$ cat src/crt_map.vh
/* Register offsets, fields, reset values and counts.
   Assumes inclusion by bare name. */
`ifndef CRT_MAP_VH
`define CRT_MAP_VH

`define CRT_ADDR_CTRL       8'h00
`define CRT_ADDR_BTR1       8'h04
`define CRT_ADDR_BTR3       8'h08
`define CRT_ADDR_OBJ_EN     8'h0c
`define CRT_ADDR_OBJ_STAT   8'h10
`define CRT_ADDR_IRQ_STAT   8'h14
`define CRT_ADDR_IRQ_MASK   8'h18
`define CRT_ADDR_STATE      8'h1c
`define CRT_REGION_ID       2'b01
`define CRT_REGION_MASK     2'b10

`define CRT_CTRL_TXREQ      0
`define CRT_BTR3_TRIPLE     0
`define CRT_ID_IDE          29
`define CRT_IRQ_RXDONE      0
`define CRT_IRQ_ACKERR      1
`define CRT_IRQ_ARBLOST     2
`define CRT_IRQ_TXOK        3
`define CRT_STATE_NEED_LSB  4
`define CRT_STATE_COUNTING  8
`define CRT_STATE_TXREQ     9
`define CRT_STATE_HAZARD    10
`define CRT_STATE_LOST      11

`define CRT_RST_BRP         6'h00
`define CRT_RST_TRIPLE      1'b0
`define CRT_RST_IRQ_MASK    4'h0
`define CRT_RST_ID          30'h00000000
`define CRT_RST_MASK        30'h3fffffff

`define CRT_IMS_STD         3'h3
`define CRT_IMS_NOACC       3'h4
`define CRT_IMS_MAX         3'h7
`define CRT_TQ_PER_BIT      5'h0a
`define CRT_SAMPLE_TQ       5'h07
`define CRT_N_OBJ           15

`define CRT_RESP_OKAY       2'b00
`define CRT_RESP_SLVERR     2'b10

`endif

$ cat src/crt_bit_timer.v
/* Bit timer: prescaler and bit-cell counter with three sample pulses.
   Assumes hard_sync is a same-clock pulse at start of frame. */
`timescale 1ns/10ps
`default_nettype none
`include "crt_map.vh"

module crt_bit_timer #(
    parameter [4:0] TQ_PER_BIT = `CRT_TQ_PER_BIT,
    parameter [4:0] SAMPLE_TQ  = `CRT_SAMPLE_TQ
) (
    input  wire       aclk,
    input  wire       aresetn,
    input  wire [5:0] bit_rate_prescaler,
    input  wire       hard_sync,
    output reg        samp_a_q,
    output reg        samp_b_q,
    output reg        samp_c_q
);
    localparam [4:0] TQ_LAST = TQ_PER_BIT - 5'h01;

    reg  [5:0] pre_q;
    reg  [4:0] tq_q;
    wire       tq_tick;

    assign tq_tick = (pre_q == bit_rate_prescaler);

    always @(posedge aclk) begin
        if (!aresetn || hard_sync) begin
            pre_q    <= 6'h00;
            tq_q     <= 5'h00;
            samp_a_q <= 1'b0;
            samp_b_q <= 1'b0;
            samp_c_q <= 1'b0;
        end else begin
            pre_q    <= tq_tick ? 6'h00 : pre_q + 6'h01;
            if (tq_tick) begin
                tq_q <= (tq_q == TQ_LAST) ? 5'h00 : tq_q + 5'h01;
            end
            samp_a_q <= tq_tick && (tq_q == SAMPLE_TQ - 5'h02);
            samp_b_q <= tq_tick && (tq_q == SAMPLE_TQ - 5'h01);
            samp_c_q <= tq_tick && (tq_q == SAMPLE_TQ);
        end
    end
endmodule
`default_nettype wire

$ cat src/crt_sampler.v
/* Sampler: two-flop synchroniser, then single or majority sampling.
   Assumes sample pulses from the bit timer on the same clock. */
`timescale 1ns/10ps
`default_nettype none

module crt_sampler (
    input  wire aclk,
    input  wire aresetn,
    input  wire can_rx,
    input  wire triple,
    input  wire samp_a,
    input  wire samp_b,
    input  wire samp_c,
    output reg  bit_q,
    output reg  bit_valid_q
);
    reg  meta_q;
    reg  sync_q;
    reg  s_a_q;
    reg  s_b_q;
    wire maj;

    assign maj = (s_a_q & s_b_q) | (s_a_q & sync_q) | (s_b_q & sync_q);

    always @(posedge aclk) begin
        if (!aresetn) begin
            meta_q      <= 1'b1;
            sync_q      <= 1'b1;
            s_a_q       <= 1'b1;
            s_b_q       <= 1'b1;
            bit_q       <= 1'b1;
            bit_valid_q <= 1'b0;
        end else begin
            meta_q      <= can_rx;
            sync_q      <= meta_q;
            bit_valid_q <= samp_c;
            if (samp_a) begin
                s_a_q <= sync_q;
            end
            if (samp_b) begin
                s_b_q <= sync_q;
            end
            if (samp_c) begin
                bit_q <= triple ? maj : sync_q;
            end
        end
    end
endmodule
`default_nettype wire

$ cat src/crt_top.v
/* CAN retry and receive timing: intermission before transmit, receive
   objects, AXI4-Lite registers and interrupt.
   Assumes a same-clock engine giving one-cycle field pulses. */
`timescale 1ns/10ps
`default_nettype none
`include "crt_map.vh"

// What this block does and what its software must do
// RL1 - Zero prescaler with triple sampling may give spurious ack errors.
// RL2 - Software uses single sampling with zero prescaler.
// RL3 - Transmit request on busy bus waits three-bit intermission.
// RL4 - Lost arbitration with own acceptance retries after three bits.
// RL5 - Lost arbitration without acceptance retries after four bits.
// RL6 - Objects enabled by the first length bit take part.
// RL7 - Status and done flag update after sixth end bit.
// RL8 - Software has 19 or 39 bit times to re-enable.
// RL9 - Matching non-last objects take frames; last takes leftovers.
// RL10 - Software keeps a receive object always enabled.
// RL11 - Only the lowest hit index is updated.
// RL12 - Software clears done flags by read-modify-write.
// RL13 - Intermission counts recessive bit times after frame end.
module crt_top #(
    parameter       N_OBJ      = `CRT_N_OBJ,
    parameter [4:0] TQ_PER_BIT = `CRT_TQ_PER_BIT,
    parameter [4:0] SAMPLE_TQ  = `CRT_SAMPLE_TQ
) (
    input  wire        aclk,
    input  wire        aresetn,
    input  wire [7:0]  s_axi_awaddr,
    input  wire        s_axi_awvalid,
    output reg         s_axi_awready,
    input  wire [31:0] s_axi_wdata,
    input  wire [3:0]  s_axi_wstrb,
    input  wire        s_axi_wvalid,
    output reg         s_axi_wready,
    output reg  [1:0]  s_axi_bresp,
    output reg         s_axi_bvalid,
    input  wire        s_axi_bready,
    input  wire [7:0]  s_axi_araddr,
    input  wire        s_axi_arvalid,
    output reg         s_axi_arready,
    output reg  [31:0] s_axi_rdata,
    output reg  [1:0]  s_axi_rresp,
    output reg         s_axi_rvalid,
    input  wire        s_axi_rready,
    input  wire        can_rx,
    input  wire        pe_sof,
    input  wire        pe_dlc_first,
    input  wire [28:0] pe_id,
    input  wire        pe_ide,
    input  wire        pe_eof6,
    input  wire        pe_eof_end,
    input  wire        pe_frame_ok,
    input  wire        pe_arb_lost,
    input  wire        pe_ack_slot,
    input  wire        pe_tx_ok,
    output wire        rx_bit,
    output reg         tx_start,
    output reg         irq
);
    reg  [5:0]       bit_rate_prescaler_q;
    reg              triple_sample_select_q, tx_req_q, counting_q, lost_q, ack_pend_q;
    reg  [N_OBJ-1:0] obj_en_q, obj_stat_q, hit_q;
    reg  [3:0]       irq_stat_q, irq_mask_q, w_strb_q;
    reg  [29:0]      id_q   [0:N_OBJ-1];
    reg  [29:0]      mask_q [0:N_OBJ-1];
    reg  [2:0]       ims_q, need_q;
    reg              aw_have_q, w_have_q;
    reg  [7:0]       aw_addr_q;
    reg  [31:0]      w_data_q;
    wire             samp_a, samp_b, samp_c, bit_valid, cfg_hazard, do_wr;
    wire [N_OBJ-1:0] match, winner;
    wire [31:0]      wmask, wset, wclr0;
    wire [3:0]       wr_idx, irq_ev;
    wire             wr_id_hit, wr_mask_hit, rx_store, ack_err, tx_go;
    reg              wr_map, rd_map;
    reg  [31:0]      rd_val;
    crt_bit_timer #(
        .TQ_PER_BIT (TQ_PER_BIT),
        .SAMPLE_TQ  (SAMPLE_TQ)
    ) u_timer (
        .aclk      (aclk),
        .aresetn   (aresetn),
        .bit_rate_prescaler       (bit_rate_prescaler_q),
        .hard_sync (pe_sof),
        .samp_a_q  (samp_a),
        .samp_b_q  (samp_b),
        .samp_c_q  (samp_c)
    );

    crt_sampler u_sampler (
        .aclk        (aclk),
        .aresetn     (aresetn),
        .can_rx      (can_rx),
        .triple      (triple_sample_select_q),
        .samp_a      (samp_a),
        .samp_b      (samp_b),
        .samp_c      (samp_c),
        .bit_q       (rx_bit),
        .bit_valid_q (bit_valid)
    );

    // Quanta of one clock leave no room for a real majority window
    assign cfg_hazard = (bit_rate_prescaler_q == 6'h00) && triple_sample_select_q; // RL1

    // Filter: masked identifier bits and the masked extended flag must agree
    genvar g;
    generate
        for (g = 0; g < N_OBJ; g = g + 1) begin : g_obj
            assign match[g] = (((({pe_ide, pe_id} ^ id_q[g]) & mask_q[g]) == 30'h0)); // RL9
            always @(posedge aclk) begin
                if (!aresetn) begin
                    id_q[g]   <= `CRT_RST_ID;
                    mask_q[g] <= `CRT_RST_MASK;
                end else if (do_wr && wr_idx == g) begin
                    if (wr_id_hit) begin
                        id_q[g]   <= (id_q[g] & ~wmask[29:0]) | (w_data_q[29:0] & wmask[29:0]);
                    end
                    if (wr_mask_hit) begin
                        mask_q[g] <= (mask_q[g] & ~wmask[29:0]) | (w_data_q[29:0] & wmask[29:0]);
                    end
                end
            end
        end
    endgenerate

    function [N_OBJ-1:0] pick;
        input [N_OBJ-1:0] h;
        integer           k;
        reg               found;
        begin
            pick  = {N_OBJ{1'b0}};
            found = 1'b0;
            for (k = 0; k < N_OBJ - 1; k = k + 1) begin
                if (h[k] && !found) begin
                    pick[k] = 1'b1; // RL11
                    found   = 1'b1;
                end
            end
            // Last object is the catch-all of lowest priority
            if (!found && h[N_OBJ-1]) begin
                pick[N_OBJ-1] = 1'b1; // RL9
            end
        end
    endfunction

    assign winner   = pick(hit_q);
    assign rx_store = pe_eof6 && pe_frame_ok; // RL7
    assign ack_err  = ack_pend_q && bit_valid && rx_bit;
    assign tx_go    = tx_req_q && counting_q && (ims_q >= need_q) && !tx_start; // RL3
    assign irq_ev   = {pe_tx_ok, pe_arb_lost, ack_err, rx_store && (|hit_q)};

    // Register write side
    assign do_wr       = aw_have_q && w_have_q && !s_axi_bvalid;
    assign wmask       = {{8{w_strb_q[3]}}, {8{w_strb_q[2]}}, {8{w_strb_q[1]}}, {8{w_strb_q[0]}}};
    assign wset        = w_data_q & wmask;
    assign wclr0       = ~w_data_q & wmask;
    assign wr_idx      = aw_addr_q[5:2];
    assign wr_id_hit   = (aw_addr_q[7:6] == `CRT_REGION_ID) && (wr_idx < N_OBJ);
    assign wr_mask_hit = (aw_addr_q[7:6] == `CRT_REGION_MASK) && (wr_idx < N_OBJ);

    always @* begin
        case (aw_addr_q)
            `CRT_ADDR_CTRL, `CRT_ADDR_BTR1, `CRT_ADDR_BTR3, `CRT_ADDR_OBJ_EN,
            `CRT_ADDR_OBJ_STAT, `CRT_ADDR_IRQ_STAT, `CRT_ADDR_IRQ_MASK,
            `CRT_ADDR_STATE: wr_map = 1'b1;
            default:         wr_map = wr_id_hit || wr_mask_hit;
        endcase
    end

    always @(posedge aclk) begin
        if (!aresetn) begin
            s_axi_awready <= 1'b1;
            s_axi_wready  <= 1'b1;
            s_axi_bvalid  <= 1'b0;
            s_axi_bresp   <= `CRT_RESP_OKAY;
            aw_have_q     <= 1'b0;
            w_have_q      <= 1'b0;
            aw_addr_q     <= 8'h00;
            w_data_q      <= 32'h00000000;
            w_strb_q      <= 4'h0;
        end else begin
            if (s_axi_awvalid && s_axi_awready) begin
                aw_have_q     <= 1'b1;
                aw_addr_q     <= s_axi_awaddr;
                s_axi_awready <= 1'b0;
            end
            if (s_axi_wvalid && s_axi_wready) begin
                w_have_q     <= 1'b1;
                w_data_q     <= s_axi_wdata;
                w_strb_q     <= s_axi_wstrb;
                s_axi_wready <= 1'b0;
            end
            if (do_wr) begin
                aw_have_q     <= 1'b0;
                w_have_q      <= 1'b0;
                s_axi_bvalid  <= 1'b1;
                s_axi_bresp   <= wr_map ? `CRT_RESP_OKAY : `CRT_RESP_SLVERR;
            end else if (s_axi_bvalid && s_axi_bready) begin
                s_axi_bvalid  <= 1'b0;
                s_axi_awready <= 1'b1;
                s_axi_wready  <= 1'b1;
            end
        end
    end

    // Configuration, objects and flags
    always @(posedge aclk) begin
        if (!aresetn) begin
            bit_rate_prescaler_q   <= `CRT_RST_BRP;
            triple_sample_select_q <= `CRT_RST_TRIPLE;
            tx_req_q               <= 1'b0;
            obj_en_q               <= {N_OBJ{1'b0}};
            obj_stat_q             <= {N_OBJ{1'b0}};
            irq_stat_q             <= 4'h0;
            irq_mask_q             <= `CRT_RST_IRQ_MASK;
            irq                    <= 1'b0;
        end else begin
            if (do_wr && aw_addr_q == `CRT_ADDR_BTR1) begin
                bit_rate_prescaler_q <= (bit_rate_prescaler_q & ~wmask[5:0]) | wset[5:0];
            end
            if (do_wr && aw_addr_q == `CRT_ADDR_BTR3 && wmask[`CRT_BTR3_TRIPLE]) begin
                triple_sample_select_q <= w_data_q[`CRT_BTR3_TRIPLE];
            end
            if (do_wr && aw_addr_q == `CRT_ADDR_IRQ_MASK) begin
                irq_mask_q <= (irq_mask_q & ~wmask[3:0]) | wset[3:0];
            end
            // Request holds through lost arbitration until sent
            if (pe_tx_ok) begin
                tx_req_q <= 1'b0;
            end else if (do_wr && aw_addr_q == `CRT_ADDR_CTRL && wmask[`CRT_CTRL_TXREQ]) begin
                tx_req_q <= w_data_q[`CRT_CTRL_TXREQ];
            end
            // Object is one-shot; a re-enable write in the same cycle wins
            if (do_wr && aw_addr_q == `CRT_ADDR_OBJ_EN) begin
                obj_en_q <= (obj_en_q & ~wmask[N_OBJ-1:0]) | wset[N_OBJ-1:0];
            end else if (rx_store) begin
                obj_en_q <= obj_en_q & ~winner;
            end
            // Writing zero clears a done bit; a new set wins
            obj_stat_q <= (obj_stat_q & ((do_wr && aw_addr_q == `CRT_ADDR_OBJ_STAT) ?
                          ~wclr0[N_OBJ-1:0] : {N_OBJ{1'b1}})) |
                          (rx_store ? winner : {N_OBJ{1'b0}}); // RL7
            irq_stat_q <= (irq_stat_q & ((do_wr && aw_addr_q == `CRT_ADDR_IRQ_STAT) ?
                          ~wset[3:0] : 4'hf)) | irq_ev;
            irq        <= |(irq_stat_q & irq_mask_q);
        end
    end

    // Frame tracking, acceptance and intermission
    always @(posedge aclk) begin
        if (!aresetn) begin
            hit_q      <= {N_OBJ{1'b0}};
            ims_q      <= 3'h0;
            need_q     <= `CRT_IMS_STD;
            counting_q <= 1'b1;
            lost_q     <= 1'b0;
            ack_pend_q <= 1'b0;
            tx_start   <= 1'b0;
        end else begin
            tx_start <= tx_go;
            if (pe_dlc_first) begin
                hit_q <= obj_en_q & match; // RL6
            end
            if (pe_arb_lost) begin
                lost_q <= 1'b1;
            end
            if (pe_ack_slot) begin
                ack_pend_q <= 1'b1;
            end else if (bit_valid) begin
                ack_pend_q <= 1'b0;
            end
            if (pe_eof_end) begin
                counting_q <= 1'b1;
                ims_q      <= 3'h0;
                lost_q     <= 1'b0;
                hit_q      <= {N_OBJ{1'b0}};
                // A lost frame nobody here accepted costs one extra bit
                need_q     <= (lost_q && !(|hit_q)) ? `CRT_IMS_NOACC : `CRT_IMS_STD; // RL4 RL5
            end else if (pe_sof || tx_go) begin
                counting_q <= 1'b0;
            end else if (counting_q && bit_valid) begin
                if (!rx_bit) begin
                    ims_q <= 3'h0; // RL13
                end else if (ims_q != `CRT_IMS_MAX) begin
                    ims_q <= ims_q + 3'h1; // RL13
                end
            end
        end
    end

    // Read side
    always @* begin
        rd_val = 32'h00000000;
        rd_map = 1'b1;
        case (s_axi_araddr)
            `CRT_ADDR_CTRL:     rd_val[`CRT_CTRL_TXREQ] = tx_req_q;
            `CRT_ADDR_BTR1:     rd_val[5:0] = bit_rate_prescaler_q;
            `CRT_ADDR_BTR3:     rd_val[`CRT_BTR3_TRIPLE] = triple_sample_select_q;
            `CRT_ADDR_OBJ_EN:   rd_val[N_OBJ-1:0] = obj_en_q;
            `CRT_ADDR_OBJ_STAT: rd_val[N_OBJ-1:0] = obj_stat_q;
            `CRT_ADDR_IRQ_STAT: rd_val[3:0] = irq_stat_q;
            `CRT_ADDR_IRQ_MASK: rd_val[3:0] = irq_mask_q;
            `CRT_ADDR_STATE: begin
                rd_val[2:0]                  = ims_q;
                rd_val[`CRT_STATE_NEED_LSB+2:`CRT_STATE_NEED_LSB] = need_q;
                rd_val[`CRT_STATE_COUNTING]  = counting_q;
                rd_val[`CRT_STATE_TXREQ]     = tx_req_q;
                rd_val[`CRT_STATE_HAZARD]    = cfg_hazard;
                rd_val[`CRT_STATE_LOST]      = lost_q;
            end
            default: begin
                if (s_axi_araddr[7:6] == `CRT_REGION_ID && s_axi_araddr[5:2] < N_OBJ) begin
                    rd_val[29:0] = id_q[s_axi_araddr[5:2]];
                end else if (s_axi_araddr[7:6] == `CRT_REGION_MASK &&
                             s_axi_araddr[5:2] < N_OBJ) begin
                    rd_val[29:0] = mask_q[s_axi_araddr[5:2]];
                end else begin
                    rd_map = 1'b0;
                end
            end
        endcase
    end

    always @(posedge aclk) begin
        if (!aresetn) begin
            s_axi_arready <= 1'b1;
            s_axi_rvalid  <= 1'b0;
            s_axi_rdata   <= 32'h00000000;
            s_axi_rresp   <= `CRT_RESP_OKAY;
        end else if (s_axi_arvalid && s_axi_arready) begin
            s_axi_arready <= 1'b0;
            s_axi_rvalid  <= 1'b1;
            s_axi_rdata   <= rd_val;
            s_axi_rresp   <= rd_map ? `CRT_RESP_OKAY : `CRT_RESP_SLVERR;
        end else if (s_axi_rvalid && s_axi_rready) begin
            s_axi_rvalid  <= 1'b0;
            s_axi_arready <= 1'b1;
        end
    end
endmodule
`default_nettype wire

$ cat config.mk
export PLATFORM = sky130hd
export DESIGN_NAME = crt_top
export DESIGN_NICKNAME = d
export VERILOG_FILES = /design/src/crt_bit_timer.v /design/src/crt_sampler.v /design/src/crt_top.v
export VERILOG_INCLUDE_DIRS = /design/src
export SDC_FILE = /design/constraint.sdc
export NUM_CORES = 2
export LEC_CHECK = 0
export BUFFER_PORTS_ARGS = -buffer_cell sky130_fd_sc_hd__buf_2
export CORE_UTILIZATION = 35
export CTS_CLUSTER_SIZE = 10
export DETAILED_ROUTE_END_ITERATION = 6
export GPL_TIMING_DRIVEN = 0
export PLACE_DENSITY_LB_ADDON = 0.2
export RECOVER_POWER = 25
export SLEW_MARGIN = 10
export SYNTH_ARGS = -nofsm -noshare
export SYNTH_HDL_FRONTEND = slang
export SYNTH_HIERARCHICAL = 1
export SYNTH_SLANG_ARGS = --single-unit
$ cat constraint.sdc
create_clock -name aclk -period 6.6 [get_ports aclk]
set_input_delay 0.99 -clock aclk [delete_from_list [all_inputs] [get_ports aclk]]
set_output_delay 0.99 -clock aclk [all_outputs]
set_load 0.01 [all_outputs]
## After elaboration in Yosys (flattened, before gate mapping)

Memory sizes are Yosys's and may differ from the RTL's.
Index checks and enable logic that the tools add are counted.

- Register bits after elaboration: 175
- RAM bits: 900
- Input port bits: 98
- Output and inout bits: 44
- Logic and storage cells: 549
- Memories kept: 2

Memory list:

| name | words | width | rd ports | clocked after Yosys merged registers in | wr ports | RTL line | text |
|---|---|---|---|---|---|---|---|
| id_q | 15 | 30 | 16 | 0 | 15 | crt_top.v:65 | `reg [29:0] id_q [0:N_OBJ-1];` |
| mask_q | 15 | 30 | 16 | 0 | 15 | crt_top.v:66 | `reg [29:0] mask_q [0:N_OBJ-1];` |

- Add/subtract/negate cells: 3
- Magnitude comparators: 3
- Eq/ne operators: 39
- Mux-type cells: 192
- Bitwise logic cells: 151
- Reduce and logical (&&, ||, !) cells: 120

Operators by type and width:

| cell | number |
|---|---|
| 30-bit AND | 46 |
| 30-bit 2-to-1 mux | 32 |
| 30-bit bitwise OR | 30 |
| 30-bit logical NOT | 15 |
| 30-bit XOR | 15 |
| 1-bit 2-to-1 mux | 140 |
| 15-bit AND | 6 |
| 15-bit 2-to-1 mux | 5 |
| 8-bit by 5-bit == test with 1-bit output, second input constant | 8 |
| 1-bit logical AND | 62 |
| 15-bit inverter | 4 |
| 8-bit by 4-bit == test with 1-bit output, second input constant | 4 |
| 1-bit bitwise OR | 32 |
| 30-bit inverter | 1 |
| 15-bit bitwise OR | 2 |
| 4-bit == test, second input constant | 7 |
| 1-bit logical NOT | 18 |
| 4-bit by 3-bit == test with 1-bit output, second input constant | 4 |
| 8-bit by 3-bit == test with 1-bit output, second input constant | 2 |
| 8-bit logical NOT | 2 |
| 4-bit one-hot mux with 4 select lines | 1 |
| 8-bit OR reduction | 2 |
| 5-bit by 3-bit == test with 1-bit output, second input constant | 3 |
| 15-bit OR reduction | 1 |
| other kinds (42) | 66 |

## Depth between registers and ports, before layout

- Word-level depth: 47
- Mapped depth: 10
- Depth with buffers taken out: 7

## Modules after synthesis

The synthesis kept the hierarchy.

Modules (own cells, without submodules):

| module | times used | cells an instance | area each (µm²) | sequential area each (µm²) |
|---|---|---|---|---|
| crt_top | 1 | 5460 | 59599.7 | 30068.8 |
| crt_bit_timer | 1 | 75 | 725.7 | 280.3 |
| crt_sampler | 1 | 19 | 206.4 | 120.1 |

## Worst setup path before layout

OpenSTA, ideal clock, no wires.

- Path type: reg2reg
- From: reg s_axi_bvalid
- To: mem id_q[12][0] (enable)
- Library setup time: 459 ps
- Arrival time: 3348 ps
- Required time: 6141 ps
- Path slack: 2794 ps
- Cell stages (with the launch flop): 5
- Path buffers: 0
- Period minus slack after synthesis: 3806 ps
- Path through: dfxtp_1 -> nand3b_1 -> nor3_1 -> nand3_1 -> o21ai_0

RTL lines:

| element | RTL line | text |
|---|---|---|
| from (decl) | crt_top.v:37 | `output reg s_axi_bvalid,` |
| from (signal assigned) | crt_top.v:175 | `s_axi_bvalid <= 1'b0;` |
| from (signal assigned) | crt_top.v:197 | `s_axi_bvalid <= 1'b1;` |
| from (signal assigned) | crt_top.v:200 | `s_axi_bvalid <= 1'b0;` |
| to (decl) | crt_top.v:65 |  |

==> results.yml <==
final_layout:
  final_nets: 5952
  ff_latch_area_mm2: 0.0305
  nFillCells: 16956
  drive_gt1_frac: 0.115
  multi_input_area_mm2: 0.0280
  syn_to_final_growth_pct: 14.5
  utilization: 0.403
global_route:
  grt_overflow: 0
  grt_max_degree: 21
  grt_pass1_vias: 49556
  grtUsageTotal: 0.472
  antenna_found_initial: 53
  grt_pass1_wl_um: 530000
floorplanning:
  io_pins: 142
  die_h_um: 418
  start_util: 0.352
  die_w_um: 418
  die_area_mm2: 0.175
  core-area_mm2: 0.172
  rows: 152
sta:
  hold_viol: 0
  setup_viol: 0
  rsz0062_at_grt: "false"
  finalMaxSlewViolations: 28
  timing.final.crit_share: 0.836
  tightest_slew_ns: 1.88
  slew-limit-headroom: -0.250
  fmax_ghz: 0.181
  fin_skew_ns: 0.0218
  period_needed_ns: 5.52
  fin_setup_tns_ns: 0
clocking:
  cts_buffers: 140
  htree_levels: 4
  cts_tree: "done"
  ctsHoldBuffers: 0
  insertion_delay_ns: 0.82
  clk_path_buf_depth: 3
  clk_pin_slew_worst_paths_ns: 0.05
  cts_resized: 0
  cts_num_sinks: 1072
  cts_root_buf: "clkbuf_16"
  post_cts_buffers: 0
critical_path:
  cp.arrival_ns: 6.08
  path_max_fanout: 15
  critPathMostFrequentCell: "clkbuf_1"
  cp-start-kind: "primary input"
  crit_path_cell_trace: "clkbuf_1 > clkbuf_1 > clkbuf_1 > clkbuf_1 > clkbuf_2 > o21ai_0 > buf_12 > buf_16"
  r2r-start: "aw_addr_q[4]$_SDFFE_PN0P_"
  rr_worst_depth: 8
  required_ns: 7.16
  critical-path-max-stage-delay_ns: 1.41
  path_class: "in -> reg"
  slowest_stage: "clkbuf_1"
  cp_top_family: "buffers and inverters"
  endpoint_kind: "flop"
  setup.worst_path.start: "aresetn"
  cp.depth: 8
  path_buf_inv: 7
detailed_routing:
  wl_met2_um: 169000
  wl_met1_um: 156000
  wirelength_um: 421000
  ant_nets: 0
  initialDrtViolationCount: 10369
  viasPerCell: 6.67
  met3WireLength_um: 53800
  vias: 55168
  wl_per_cell_um: 50.9
  drc: 0
  highest_layer: "met5"
  firstDrtPassIters: 6
yosys:
  ys_ff_latch: 1072
  synth_area_mm2: 0.0605
  yosysUniqueCellTypes: 80
  ys_seq_area_frac: 0.503
  synthArstFlopShare: 0
  synth_area_per_cell_um2: 10.9
  syn-instance-count: 5554
  synth_edf_count: 900
  synth_top_flop_cell: "edfxtp_1"
  ys_warn_count: 6
power:
  seqPwrFrac: 0.438
  peakVddDrop_v: 0.000253
  p_int_mw: 12.2
  leakagePower_nw: 23.7
  power.switching_mw: 5.23
  p_clk_frac: 0.426
  p_per_area_mw_per_mm2: 251
  switching_share: 0.301
  power_frac_comb: 0.136
place:
  gp_congestion: 1.06
  io_buffer_count: 102
  dp_hpwl_um: 329000
min_path:
  min_from: "can_rx"
  hold-path-cell-count: 2
  min_path_type: "in -> reg"
status:
  status: "finished with violations"
  violations: "max-capacitance violations, max-slew violations"
flow_run:
  drv_cap: 5
==> final timing paths <==
check,to,slack (ns)
min,u_sampler/meta_q$_SDFF_PN1_,0.37
max reg2reg,mask_q[2][16]$_SDFFCE_PN1P_,2.17
min reg2reg,u_sampler/sync_q$_SDFF_PN1_,0.43
max,id_q[11][23]$_SDFFCE_PN0P_,1.08
==> power by group through the flow <==
stage,Combinational [mW],Sequential (mW),Clock [mW]
after detailed placement,2.22,7.75,0
after floorplan,1.02,7.70,0
after CTS,2.23,7.61,7.37
after global placement,2.14,7.80,0
after global routing,2.31,7.62,7.56
final,2.36,7.62,7.42
==> layer usage <==
| metal | vias to the layer above | GRT usage |
|---|---|---|
| met5 | - | 0.00389 |
| met4 | 22 | 0.377 |
| met3 | 1048 | 0.166 |
| met2 | 4756 | 0.656 |
| met1 | 28392 | 0.589 |
| li1 | 20950 | - |
==> synthesized netlist by cell type (6+ instances only) <==
cell type / number / area, um^2
a222oi_1: 15 / 150
a211o_1: 14 / 123
o21ai_0: 122 / 611
edfxtp_1: 900 / 27000
a21boi_0: 69 / 518
nand2_1: 260 / 976
a21oi_1: 507 / 2540
buf_4: 28 / 210
buf_2: 120 / 601
o21a_1: 6 / 45.0
nor2b_1: 46 / 288
mux4_2: 144 / 3240
a21o_1: 6 / 45.0
a211oi_1: 28 / 210
mux2_2: 42 / 473
a22oi_1: 227 / 1700
nor3_1: 19 / 95.1
a22o_1: 11 / 96.3
o22ai_1: 41 / 257
nand2b_1: 954 / 5970
buf_6: 18 / 203
clkbuf_1: 335 / 1260
and2_1: 17 / 106
a221oi_1: 11 / 96.3
o41ai_1: 7 / 61.3
dfxtp_1: 172 / 3440
nand3_1: 523 / 2620
a31oi_1: 11 / 68.8
o211ai_1: 27 / 203
o21ai_1: 18 / 90.1
inv_1: 13 / 48.8
xor2_1: 452 / 3960
and3_1: 11 / 68.8
nor2_1: 42 / 158
ha_1: 9 / 113
mux2i_1: 148 / 1480
nand4_1: 59 / 369
or4_1: 23 / 173
a21boi_1: 15 / 113
nand3b_1: 6 / 45.0
==> cell type report <==
class,count,area share
Antenna cell,22,0.000795
Buffer,506,0.0332
Clock buffer,208,0.0568
Clock inverter,31,0.00274
Inverter,14,0.000758
Multi-Input combinational cell,3965,0.405
Sequential cell,1072,0.440
Tap cell,2310,0.0417
Timing Repair Buffer,146,0.0197
==> layout by cell type (no fill, tap or decap), types with 98 or more instances in the layout <==
master,Yosys,routed
clkbuf_1,335,423
a22oi_1,227,227
nand2_1,260,257
xor2_1,452,452
nand2b_1,954,954
clkbuf_16,0,144
dfxtp_1,172,172
mux4_2,144,144
o21ai_0,122,98
edfxtp_1,900,900
nand3_1,523,522
buf_2,120,168
mux2i_1,148,148
a21oi_1,507,507
==> registers in the layout, indices dropped and copies added (netlist names), 2 cells and up, named ones only <==
name           flops
w_data_q          30
need_q             2
u_timer/pre_q      6
w_strb_q           4
ims_q              3
u_timer/tq_q       5
aw_addr_q          8
hit_q             15
irq_stat_q         4
s_axi_rdata       30
id_q             450
obj_stat_q        15
mask_q           450
==> worst register-to-register path: stages, from the launching register on <==
cell and delay, ns:
dfxtp_1 0.29, clkbuf_1 0.20, nand4_1 0.20, and3b_1 0.18, clkbuf_1 0.82, nand2_1 0.81
nor3_1 0.97, buf_2 0.50, nand3_1 0.14
==> per-stage QoR <==
stage	cells	total power, mW	hold slack [ns]	setup slack, ns	instance area (um^2)
finish	8274	17.4	0.371	1.08	69300
global route	8255	17.5	0.374	1.29	69200
CTS	8252	17.2	0.343	2.34	69400
detailed placement	8013	9.97	0.407	1.59	65200
global placement	7969	9.94	0.409	-2.24	63900
floorplan	5557	8.71	0.386	2.79	60500
==> cells by family (layout without fill, tap and decap cells) <==
family / after synthesis / after routing / synth area share
muxes: 334 / 334 / 0.0859
and+or+nand+nor: 1998 / 1998 / 0.185
DFF: 1072 / 1072 / 0.503
other: 1 / 26 / 0.0000620
buffers and inverters: 520 / 905 / 0.0387
xor gates and xnor gates: 460 / 460 / 0.0669
adders and majority gates: 9 / 9 / 0.00186
AOI/OAI and AO/OA: 1160 / 1160 / 0.118
Note: power is estimated with default switching activity, not from simulation.
